==> config.mk <==
export PLATFORM = sky130hd
export DESIGN_NAME = rod_top
export DESIGN_NICKNAME = d
export VERILOG_FILES = /design/src/design/rod_pkg.sv /design/src/design/rod_act_if.sv /design/src/design/rod_slot.sv /design/src/design/rod_top.sv
export VERILOG_INCLUDE_DIRS = /design/src /design/src/design
export SDC_FILE = /design/constraint.sdc
export NUM_CORES = 2
export LEC_CHECK = 0
export ABC_AREA = 1
export BUFFER_PORTS_ARGS = -buffer_cell sky130_fd_sc_hd__buf_2
export CAP_MARGIN = 20
export CORE_MARGIN = 3
export CORE_UTILIZATION = 53
export CTS_CLUSTER_DIAMETER = 100
export DETAILED_ROUTE_END_ITERATION = 10
export GPL_TIMING_DRIVEN = 0
export PLACE_DENSITY = 0.79
export SLEW_MARGIN = 5
export SYNTH_ARGS = -nofsm -noshare
export SYNTH_HDL_FRONTEND = slang
export SYNTH_SLANG_ARGS = --single-unit
==> constraint.sdc <==
create_clock -name core_clk -period 30.9 [get_ports core_clk]
set_input_delay 6.18 -clock core_clk [delete_from_list [all_inputs] [get_ports core_clk]]
set_output_delay 6.18 -clock core_clk [all_outputs]
set_load 0.02 [all_outputs]
==> src/design/rod_regs.svh <==
`ifndef ROD_REGS_SVH
`define ROD_REGS_SVH

// register byte offsets
`define ROD_CTRL 8'h00
`define ROD_STAT 8'h04
`define ROD_TRUN 8'h08
`define ROD_SLOT0 8'h10
`define ROD_IP0 8'h20
`define ROD_TMR0 8'h40

// slot word fields
`define ROD_TY_LSB 0
`define ROD_DEST_BIT 3
`define ROD_IP_LSB 4
`define ROD_TA_LSB 6
`define ROD_CH_LSB 8
`define ROD_RNG_LSB 12
`define ROD_VAL_LSB 16

// reset values
`define ROD_CTRL_RST 1'h0
`define ROD_SLOT_RST 32'h0000_0000
`define ROD_IP_RST 32'h0000_0000

// true-action and command codes
`define ROD_CMD_START 2'h0
`define ROD_CMD_STOP 2'h1
`define ROD_CMD_THIRD 2'h2
`define ROD_TMR_ON 1'h0

// timing
`define ROD_CLK_NS 5
`define ROD_TICK_NS 1000000

`endif

==> src/design/rod_pkg.sv <==
package rod_pkg;

  typedef enum logic [2:0] {
    null_action = 3'b000,
    analog_out_action = 3'b001,
    digital_out_action = 3'b010,
    counter_channel_action = 3'b011,
    pulse_out_action = 3'b100,
    timer_action = 3'b101
  } rod_act_t;

  typedef enum logic {
    st_idle = 1'b0,
    st_run = 1'b1
  } rod_state_t;

endpackage

==> src/design/rod_act_if.sv <==
`timescale 1ns/1ps
interface rod_act_if;
  import rod_pkg::*;
  logic fire;
  rod_act_t kind;
  logic [3:0] chan;
  logic [1:0] cmd;
  logic [15:0] val;
  logic [2:0] range;
  logic remote;
  logic [1:0] ip_sel;
  modport src(output fire, kind, chan, cmd, val, range, remote, ip_sel);
  modport dst(input fire, kind, chan, cmd, val, range, remote, ip_sel);
endinterface

==> src/design/rod_slot.sv <==
`timescale 1ns/1ps
`include "rod_regs.svh"
module rod_slot import rod_pkg::*;
(
  input wire logic core_clk,
  input wire logic rst,
  input wire logic [31:0] cfg,
  input wire logic res,
  rod_act_if.src act
);
  wire [2:0] ty_w = cfg[`ROD_TY_LSB +: 3];
  wire [1:0] ta_w = cfg[`ROD_TA_LSB +: 2];
  logic fire_c;
  logic [1:0] cmd_c;

  // false action is derived from the true action for digital, counter and timer slots; analog and pulse stay quiet
  always_comb
  begin
    fire_c = 1'b0;
    cmd_c = ta_w;
    case (ty_w)
      null_action: fire_c = 1'b0;
      analog_out_action: fire_c = res;
      digital_out_action:
      begin
        fire_c = 1'b1;
        cmd_c = {1'b0, res ? ta_w[0] : ~ta_w[0]};
      end
      counter_channel_action:
      begin
        // reset has no false counterpart
        fire_c = res ? (ta_w != 2'h3) : (ta_w == `ROD_CMD_START || ta_w == `ROD_CMD_STOP);
        cmd_c = res ? ta_w : {1'b0, ~ta_w[0]};
      end
      pulse_out_action: fire_c = res && (ta_w != 2'h3);
      timer_action:
      begin
        fire_c = 1'b1;
        cmd_c = {1'b0, res ^ ta_w[0]};
      end
      default: fire_c = 1'b0;
    endcase
  end

  assign act.fire = fire_c;
  assign act.kind = rod_act_t'(ty_w);
  assign act.cmd = cmd_c;
  assign act.chan = cfg[`ROD_CH_LSB +: 4];
  assign act.val = cfg[`ROD_VAL_LSB +: 16];
  assign act.range = cfg[`ROD_RNG_LSB +: 3];
  assign act.remote = cfg[`ROD_DEST_BIT];
  assign act.ip_sel = cfg[`ROD_IP_LSB +: 2];
endmodule

==> src/design/rod_top.sv <==
// Chosen here: the placing of the registers and the strobed register port.
`timescale 1ns/1ps
`include "rod_regs.svh"
module rod_top import rod_pkg::*;
#(
  parameter int unsigned TICK_CYC = `ROD_TICK_NS / `ROD_CLK_NS,
  parameter int unsigned N_TMR = 16,
  parameter int unsigned N_IP = 4
)
(
  input wire logic core_clk,
  input wire logic rst,
  input wire logic [7:0] reg_addr,
  input wire logic [31:0] reg_wdata,
  input wire logic reg_wr,
  input wire logic reg_rd,
  output logic [31:0] reg_rdata,
  input wire logic res_stb,
  input wire logic res_val,
  output logic busy,
  output logic loc_stb,
  output rod_act_t loc_kind,
  output logic [3:0] loc_chan,
  output logic [1:0] loc_cmd,
  output logic [15:0] loc_val,
  output logic [2:0] loc_range,
  output logic net_valid,
  input wire logic net_ready,
  output logic [31:0] net_ip,
  output rod_act_t net_kind,
  output logic [3:0] net_chan,
  output logic [1:0] net_cmd,
  output logic [15:0] net_val,
  output logic [2:0] net_range
);
  localparam int unsigned N_SLOT = 3;

  logic en_q;
  logic [31:0] slot_q [N_SLOT];
  logic [31:0] ip_q [N_IP];
  logic [15:0] tmr_cnt_q [N_TMR];
  logic [N_TMR-1:0] tmr_run_q;
  logic [31:0] tick_cnt_q;
  logic tick_q;
  rod_state_t st_q;
  logic [1:0] idx_q;
  logic res_q;
  logic busy_q;
  logic [31:0] rdata_q;
  logic loc_stb_q;
  rod_act_t loc_kind_q;
  logic [3:0] loc_chan_q;
  logic [1:0] loc_cmd_q;
  logic [15:0] loc_val_q;
  logic [2:0] loc_range_q;
  logic net_valid_q;
  logic [31:0] net_ip_q;
  rod_act_t net_kind_q;
  logic [3:0] net_chan_q;
  logic [1:0] net_cmd_q;
  logic [15:0] net_val_q;
  logic [2:0] net_range_q;

  logic [N_SLOT-1:0] fire_w;
  logic [N_SLOT-1:0] rem_w;
  rod_act_t kind_w [N_SLOT];
  logic [3:0] chan_w [N_SLOT];
  logic [1:0] cmd_w [N_SLOT];
  logic [15:0] val_w [N_SLOT];
  logic [2:0] rng_w [N_SLOT];
  logic [1:0] ips_w [N_SLOT];

  // every slot sees the same latched result
  for (genvar i = 0; i < N_SLOT; i++)
  begin : g_slot
    rod_act_if act();
    rod_slot u_slot (
      .core_clk(core_clk),
      .rst(rst),
      .cfg(slot_q[i]),
      .res(res_q),
      .act(act.src)
    );
    assign fire_w[i] = act.fire;
    assign rem_w[i] = act.remote;
    assign kind_w[i] = act.kind;
    assign chan_w[i] = act.chan;
    assign cmd_w[i] = act.cmd;
    assign val_w[i] = act.val;
    assign rng_w[i] = act.range;
    assign ips_w[i] = act.ip_sel;
  end

  // register decode
  wire wr_ctrl = reg_wr && reg_addr == `ROD_CTRL;
  wire slot_win = reg_addr[7:4] == 4'h1 && reg_addr[3:2] != 2'h3;
  wire ip_win = reg_addr[7:4] == 4'h2;
  wire tmr_win = reg_addr[7:6] == 2'h1;
  wire [1:0] win_idx = reg_addr[3:2];
  wire [3:0] tmr_ridx = reg_addr[5:2];
  wire [31:0] rd_mux =
    reg_addr == `ROD_CTRL ? {31'h0, en_q} :
    reg_addr == `ROD_STAT ? {28'h0, idx_q, res_q, busy_q} :
    reg_addr == `ROD_TRUN ? {{(32 - N_TMR){1'b0}}, tmr_run_q} :
    slot_win ? slot_q[win_idx] :
    ip_win ? ip_q[win_idx] :
    tmr_win ? {16'h0, tmr_cnt_q[tmr_ridx]} :
    32'h0000_0000;

  // sequencing: one slot per cycle, stalled by a pending link command
  wire accept = st_q == st_idle && res_stb && en_q;
  wire stall = net_valid_q && !net_ready;
  wire go = st_q == st_run && !stall;
  wire last = idx_q == 2'h2;
  wire cur_fire = fire_w[idx_q];
  wire cur_rem = rem_w[idx_q];
  wire rod_act_t cur_kind = kind_w[idx_q];
  wire cur_tmr = cur_kind == timer_action;
  wire tmr_stb = go && cur_fire && cur_tmr;
  wire tmr_start = cmd_w[idx_q][0];
  wire [3:0] tmr_idx = chan_w[idx_q];
  wire loc_go = go && cur_fire && !cur_tmr && !cur_rem;
  wire net_go = go && cur_fire && !cur_tmr && cur_rem;
  wire net_done = net_valid_q && net_ready;
  wire tick_wrap = tick_cnt_q == 32'(TICK_CYC - 1);

  always_ff @(posedge core_clk or posedge rst)
  begin
    if (rst)
    begin
      en_q <= `ROD_CTRL_RST;
      slot_q <= '{default: `ROD_SLOT_RST};
      ip_q <= '{default: `ROD_IP_RST};
    end
    else
    begin
      if (wr_ctrl)
        en_q <= reg_wdata[0];
      if (reg_wr && slot_win)
        slot_q[win_idx] <= reg_wdata;
      if (reg_wr && ip_win)
        ip_q[win_idx] <= reg_wdata;
    end
  end

  always_ff @(posedge core_clk or posedge rst)
  begin
    if (rst)
      rdata_q <= 32'h0000_0000;
    else
      rdata_q <= reg_rd ? rd_mux : 32'h0000_0000;
  end

  always_ff @(posedge core_clk or posedge rst)
  begin
    if (rst)
    begin
      st_q <= st_idle;
      idx_q <= 2'h0;
      res_q <= 1'b0;
      busy_q <= 1'b0;
    end
    else
    begin
      unique case (st_q)
        st_idle:
          if (accept)
          begin
            st_q <= st_run;
            idx_q <= 2'h0;
            res_q <= res_val;
            busy_q <= 1'b1;
          end
        st_run:
          if (go)
          begin
            idx_q <= last ? 2'h0 : idx_q + 2'h1;
            st_q <= last ? st_idle : st_run;
            busy_q <= !last;
          end
      endcase
    end
  end

  // local command port: one-cycle strobe per fired local slot that is not a timer
  always_ff @(posedge core_clk or posedge rst)
  begin
    if (rst)
    begin
      loc_stb_q <= 1'b0;
      loc_kind_q <= null_action;
      loc_chan_q <= 4'h0;
      loc_cmd_q <= 2'h0;
      loc_val_q <= 16'h0000;
      loc_range_q <= 3'h0;
    end
    else
    begin
      loc_stb_q <= loc_go;
      if (loc_go)
      begin
        loc_kind_q <= cur_kind;
        loc_chan_q <= chan_w[idx_q];
        loc_cmd_q <= cmd_w[idx_q];
        loc_val_q <= val_w[idx_q];
        loc_range_q <= rng_w[idx_q];
      end
    end
  end

  // link command: held until the link takes it
  always_ff @(posedge core_clk or posedge rst)
  begin
    if (rst)
    begin
      net_valid_q <= 1'b0;
      net_ip_q <= 32'h0000_0000;
      net_kind_q <= null_action;
      net_chan_q <= 4'h0;
      net_cmd_q <= 2'h0;
      net_val_q <= 16'h0000;
      net_range_q <= 3'h0;
    end
    else if (net_go)
    begin
      net_valid_q <= 1'b1;
      net_ip_q <= ip_q[ips_w[idx_q]];
      net_kind_q <= cur_kind;
      net_chan_q <= chan_w[idx_q];
      net_cmd_q <= cmd_w[idx_q];
      net_val_q <= val_w[idx_q];
      net_range_q <= rng_w[idx_q];
    end
    else if (net_done)
      net_valid_q <= 1'b0;
  end

  // shared timebase for the local timers
  always_ff @(posedge core_clk or posedge rst)
  begin
    if (rst)
    begin
      tick_cnt_q <= 32'h0000_0000;
      tick_q <= 1'b0;
    end
    else
    begin
      tick_cnt_q <= tick_wrap ? 32'h0000_0000 : tick_cnt_q + 32'h1;
      tick_q <= tick_wrap;
    end
  end

  // timers saturate rather than wrap so a long delay never looks short
  for (genvar t = 0; t < N_TMR; t++)
  begin : g_tmr
    wire hit = tmr_stb && tmr_idx == 4'(t);
    always_ff @(posedge core_clk or posedge rst)
    begin
      if (rst)
      begin
        tmr_run_q[t] <= 1'b0;
        tmr_cnt_q[t] <= 16'h0000;
      end
      else if (hit && !tmr_start)
      begin
        tmr_run_q[t] <= 1'b0;
        tmr_cnt_q[t] <= 16'h0000;
      end
      else
      begin
        if (hit)
          tmr_run_q[t] <= 1'b1;
        if (tmr_run_q[t] && tick_q && tmr_cnt_q[t] != 16'hffff)
          tmr_cnt_q[t] <= tmr_cnt_q[t] + 16'h1;
      end
    end
  end

  assign reg_rdata = rdata_q;
  assign busy = busy_q;
  assign loc_stb = loc_stb_q;
  assign loc_kind = loc_kind_q;
  assign loc_chan = loc_chan_q;
  assign loc_cmd = loc_cmd_q;
  assign loc_val = loc_val_q;
  assign loc_range = loc_range_q;
  assign net_valid = net_valid_q;
  assign net_ip = net_ip_q;
  assign net_kind = net_kind_q;
  assign net_chan = net_chan_q;
  assign net_cmd = net_cmd_q;
  assign net_val = net_val_q;
  assign net_range = net_range_q;
endmodule

==> results.sh <==
export IMPL_outcome="completed"
export IMPL_yosysTopAreaCell="dfrtp_1"
export IMPL_rsz0062_at_grt="false"
export IMPL_yosys_warnings=0
export IMPL_synth_nets=4992
export IMPL_worstPathCellList="buf_2 > inv_2 > nor2_1 > clkbuf_1 > buf_2 > o2bb2ai_1 > o21ai_0 > a211oi_1"
export IMPL_ys_flop_type="dfrtp_1"
export IMPL_grt_start_max_net_pins=128
export IMPL_stdcell_count=6105
export IMPL_r2r_cells=10
export IMPL_cts_buffers=74
export IMPL_maxSlewViolCount=0
export IMPL_cp_required_ns=31.40
export IMPL_core_area_um2=67400
export IMPL_clock_sinks=657
export IMPL_max_stage_delay_ns=0.91
export IMPL_r2r_slack_ns=28.03
export IMPL_cp_end_kind="flip-flop"
export IMPL_p_leak_nw=21.1
export IMPL_start_util=0.537
export IMPL_hp_start="tick_cnt_q[0]"
export IMPL_holdBufCountCts=0
export IMPL_synth_avg_cell_area_um2=7.34
export IMPL_reg2reg_from="idx_q[0]"
export IMPL_seqCellArea_um2=16400
export IMPL_worstReg2RegEnd="net_ip[26]"
export IMPL_overflow=0
export IMPL_place_ws_ns=21.64
export IMPL_drc=0
export IMPL_whs_endpoint="tick_cnt_q[0]"
export IMPL_n_fill_cell=6056
export IMPL_dieArea_um2=71400
export IMPL_postSynthCellCount=4928
export IMPL_dieHeight_um=267
export IMPL_maxSlewHeadroom=0.207
export IMPL_drt_total_wl_um=122000
export IMPL_clk_pin_slew_worst_paths_ns=0.06
export IMPL_hold_violations=0
export IMPL_post_cts_setup_buffers=0
export IMPL_rows=95
export IMPL_ctsRootBufferMaster="clkbuf_16"
export IMPL_cp_top_family="buffers and inverters"
export IMPL_clock_path_buffers=3
export IMPL_cap_violations=0
export IMPL_clock_fmax_ghz=0.113
export IMPL_io_buffer_count=165
export IMPL_crit_arrival_ns=9.38
export IMPL_multiInputGateArea_um2=15600
export IMPL_placed_cells=5971
export IMPL_finalWorstSetupSlack_ns=22.01
export IMPL_period_needed_ns=8.89
export IMPL_cts_tree="yes"
export IMPL_hold_depth=1
export IMPL_die_w_um=267
export IMPL_area_delta_synth_final_pct=12.7
export IMPL_vias=35500
export IMPL_ys_ff_latch=657
export IMPL_pwr_density_cell_nw_per_um2=59.6
export IMPL_synth_commonest_cells="nand2_1, inv_1, dfrtp_1"
export IMPL_drive_gt1_frac=0.0860
export IMPL_tightest_slew_ns=1.19
export IMPL_ys_seq_area_frac=0.455
export IMPL_antenna_found_initial=5
export IMPL_ioPinCount=170
export IMPL_ant_nets=0
export IMPL_setup_viol_count_final=0
export IMPL_clk_latency_ns=0.64
export IMPL_synth_edf_count=0
export IMPL_drt_initial_drc_count=4520
export IMPL_dp_hpwl_um=88700
export IMPL_netlist_area_um2=36200
export IMPL_nNetsFinal=5238
export IMPL_firstDrtPassIters=8
export IMPL_synth_most_common_cell="nand2_1"
export IMPL_gp_congestion=1.03
export IMPL_grt_first_pass_wirelength_um=186000
export IMPL_start_kind="input port"
export IMPL_h_tree_depth=3
export IMPL_skew_ns=0.0346
export IMPL_hold_class="reg2reg"
export IMPL_ys_top_cells_by_area="dfrtp_1, nand2_1, inv_1, o21ai_0, nand3_1"
export IMPL_yosysUniqueCellTypes=54
export IMPL_worstSetupPathType="in2reg"
export IMPL_wl_per_cell_um=19.9
export IMPL_track_usage=0.337
export IMPL_yosysTopAreaCellShare=0.455
export IMPL_path_max_fanout=10
export IMPL_post_cts_resized=0
export IMPL_cp_slowest_cell="clkbuf_1"
export IMPL_vdd_drop_max_v=0.0000570
export IMPL_path_buf_inv=4
export IMPL_crit_top_cell="buf_2"
export IMPL_grt_pass1_vias=32900
export IMPL_vias_per_cell=5.81
export IMPL_post_route_period_util=0.288
export IMPL_synthArstFlopShare=1.00
-- how the worst max path moves through the flow --
stage | start | end | slack [ns] | cells past startpoint
CTS | reg_addr[3] | reg_rdata[31] | 22.25 | 8
global route | reg_addr[3] | reg_rdata[31] | 22.10 | 8
finish | reg_addr[3] | reg_rdata[31] | 22.01 | 8
detailed placement | reg_addr[3] | reg_rdata[31] | 21.64 | 8
floorplan | rst | busy | 6.31 | 1
global placement | rst | tmr_cnt_q[213] | -0.88 | 2
-- flip-flops by register name, summed over array words and instances (netlist names), 2 cells and up --
register,flops
tmr_cnt_q,256
ip_q,128
slot_q,96
net_ip,32
reg_rdata,32
tick_cnt_q,32
loc_val,16
net_val,16
tmr_run_q,16
loc_chan,4
net_chan,4
loc_kind,3
loc_range,3
net_kind,3
net_range,3
idx_q,2
loc_cmd,2
net_cmd,2
-- placed cells by master, fill, tap and decap left out, drive strengths merged, types with 9 or more instances in the layout --
| cell | count |
|---|---|
| nor3 | 62 |
| inv | 849 |
| clkbuf | 238 |
| clkinv | 17 |
| dfrtp | 657 |
| buf | 239 |
| o211ai | 41 |
| o21a | 9 |
| o21bai | 16 |
| a22o | 9 |
| xor2 | 43 |
| nand3 | 405 |
| a22oi | 24 |
| nor4 | 10 |
| a21oi | 126 |
| nand2 | 1251 |
| a221oi | 12 |
| xnor2 | 10 |
| a211oi | 9 |
| o22ai | 87 |
| o2bb2ai | 16 |
| nand4 | 123 |
| or2 | 30 |
| o21ai | 526 |
| ha | 17 |
| nor2 | 354 |
-- routing by layer --
| metal | up-vias | GRT usage | part of all wire |
|---|---|---|---|
| li1 | 16400 | - | - |
| met1 | 16600 | 0.445 | 0.39 |
| met2 | 2038 | 0.515 | 0.44 |
| met3 | 440 | 0.0733 | 0.10 |
| met4 | 2 | 0.191 | 0.067 |
| met5 | - | 0 | 0.00011 |
-- layout make-up --
class	instances	share of cell area
antenna	2	0.000123
buffer	203	0.0239
clock buffer	104	0.0532
clock inverter	28	0.00857
inverter	845	0.0781
multi-input combinational	3223	0.382
sequential	657	0.404
tap	873	0.0268
timing repair buffer	170	0.0236
-- report_power, final --
group	total, mW	switching (mW)	internal [mW]	leakage (nW)
combinational	0.513	0.372	0.141	11.1
sequential	0.992	0.0550	0.937	8.81
clock	0.921	0.385	0.535	1.24
total	2.43	0.812	1.61	21.1
-- metrics by stage --
| stage | utilization | setup TNS, ns | power, mW | instance area (um2) | hold WS, ns |
|---|---|---|---|---|---|
| global placement | 0.565 | -540.05 | 1.49 | 38100 | 0.454 |
| detailed placement | 0.567 | 0 | 1.51 | 38200 | 0.461 |
| finish | 0.605 | 0 | 2.43 | 40700 | 0.463 |
| CTS | 0.604 | 0 | 2.42 | 40700 | 0.469 |
| floorplan | - | 0 | 1.32 | 36200 | 0.433 |
| global route | 0.605 | 0 | 2.51 | 40700 | 0.497 |
-- logic make-up (layout without fill, tap and decap cells) --
family | count (synthesis) | in the layout | synth area share
buffers and inverters | 1048 | 1350 | 0.115
XOR/XNOR | 53 | 53 | 0.0128
other | 0 | 2 | 0
adder cells (fa/ha/maj) | 17 | 17 | 0.00588
AO/OA/AOI/OAI | 906 | 906 | 0.142
AND/OR/NAND/NOR | 2247 | 2247 | 0.270
flip-flops | 657 | 657 | 0.455
(Power assumes the default switching activity.)
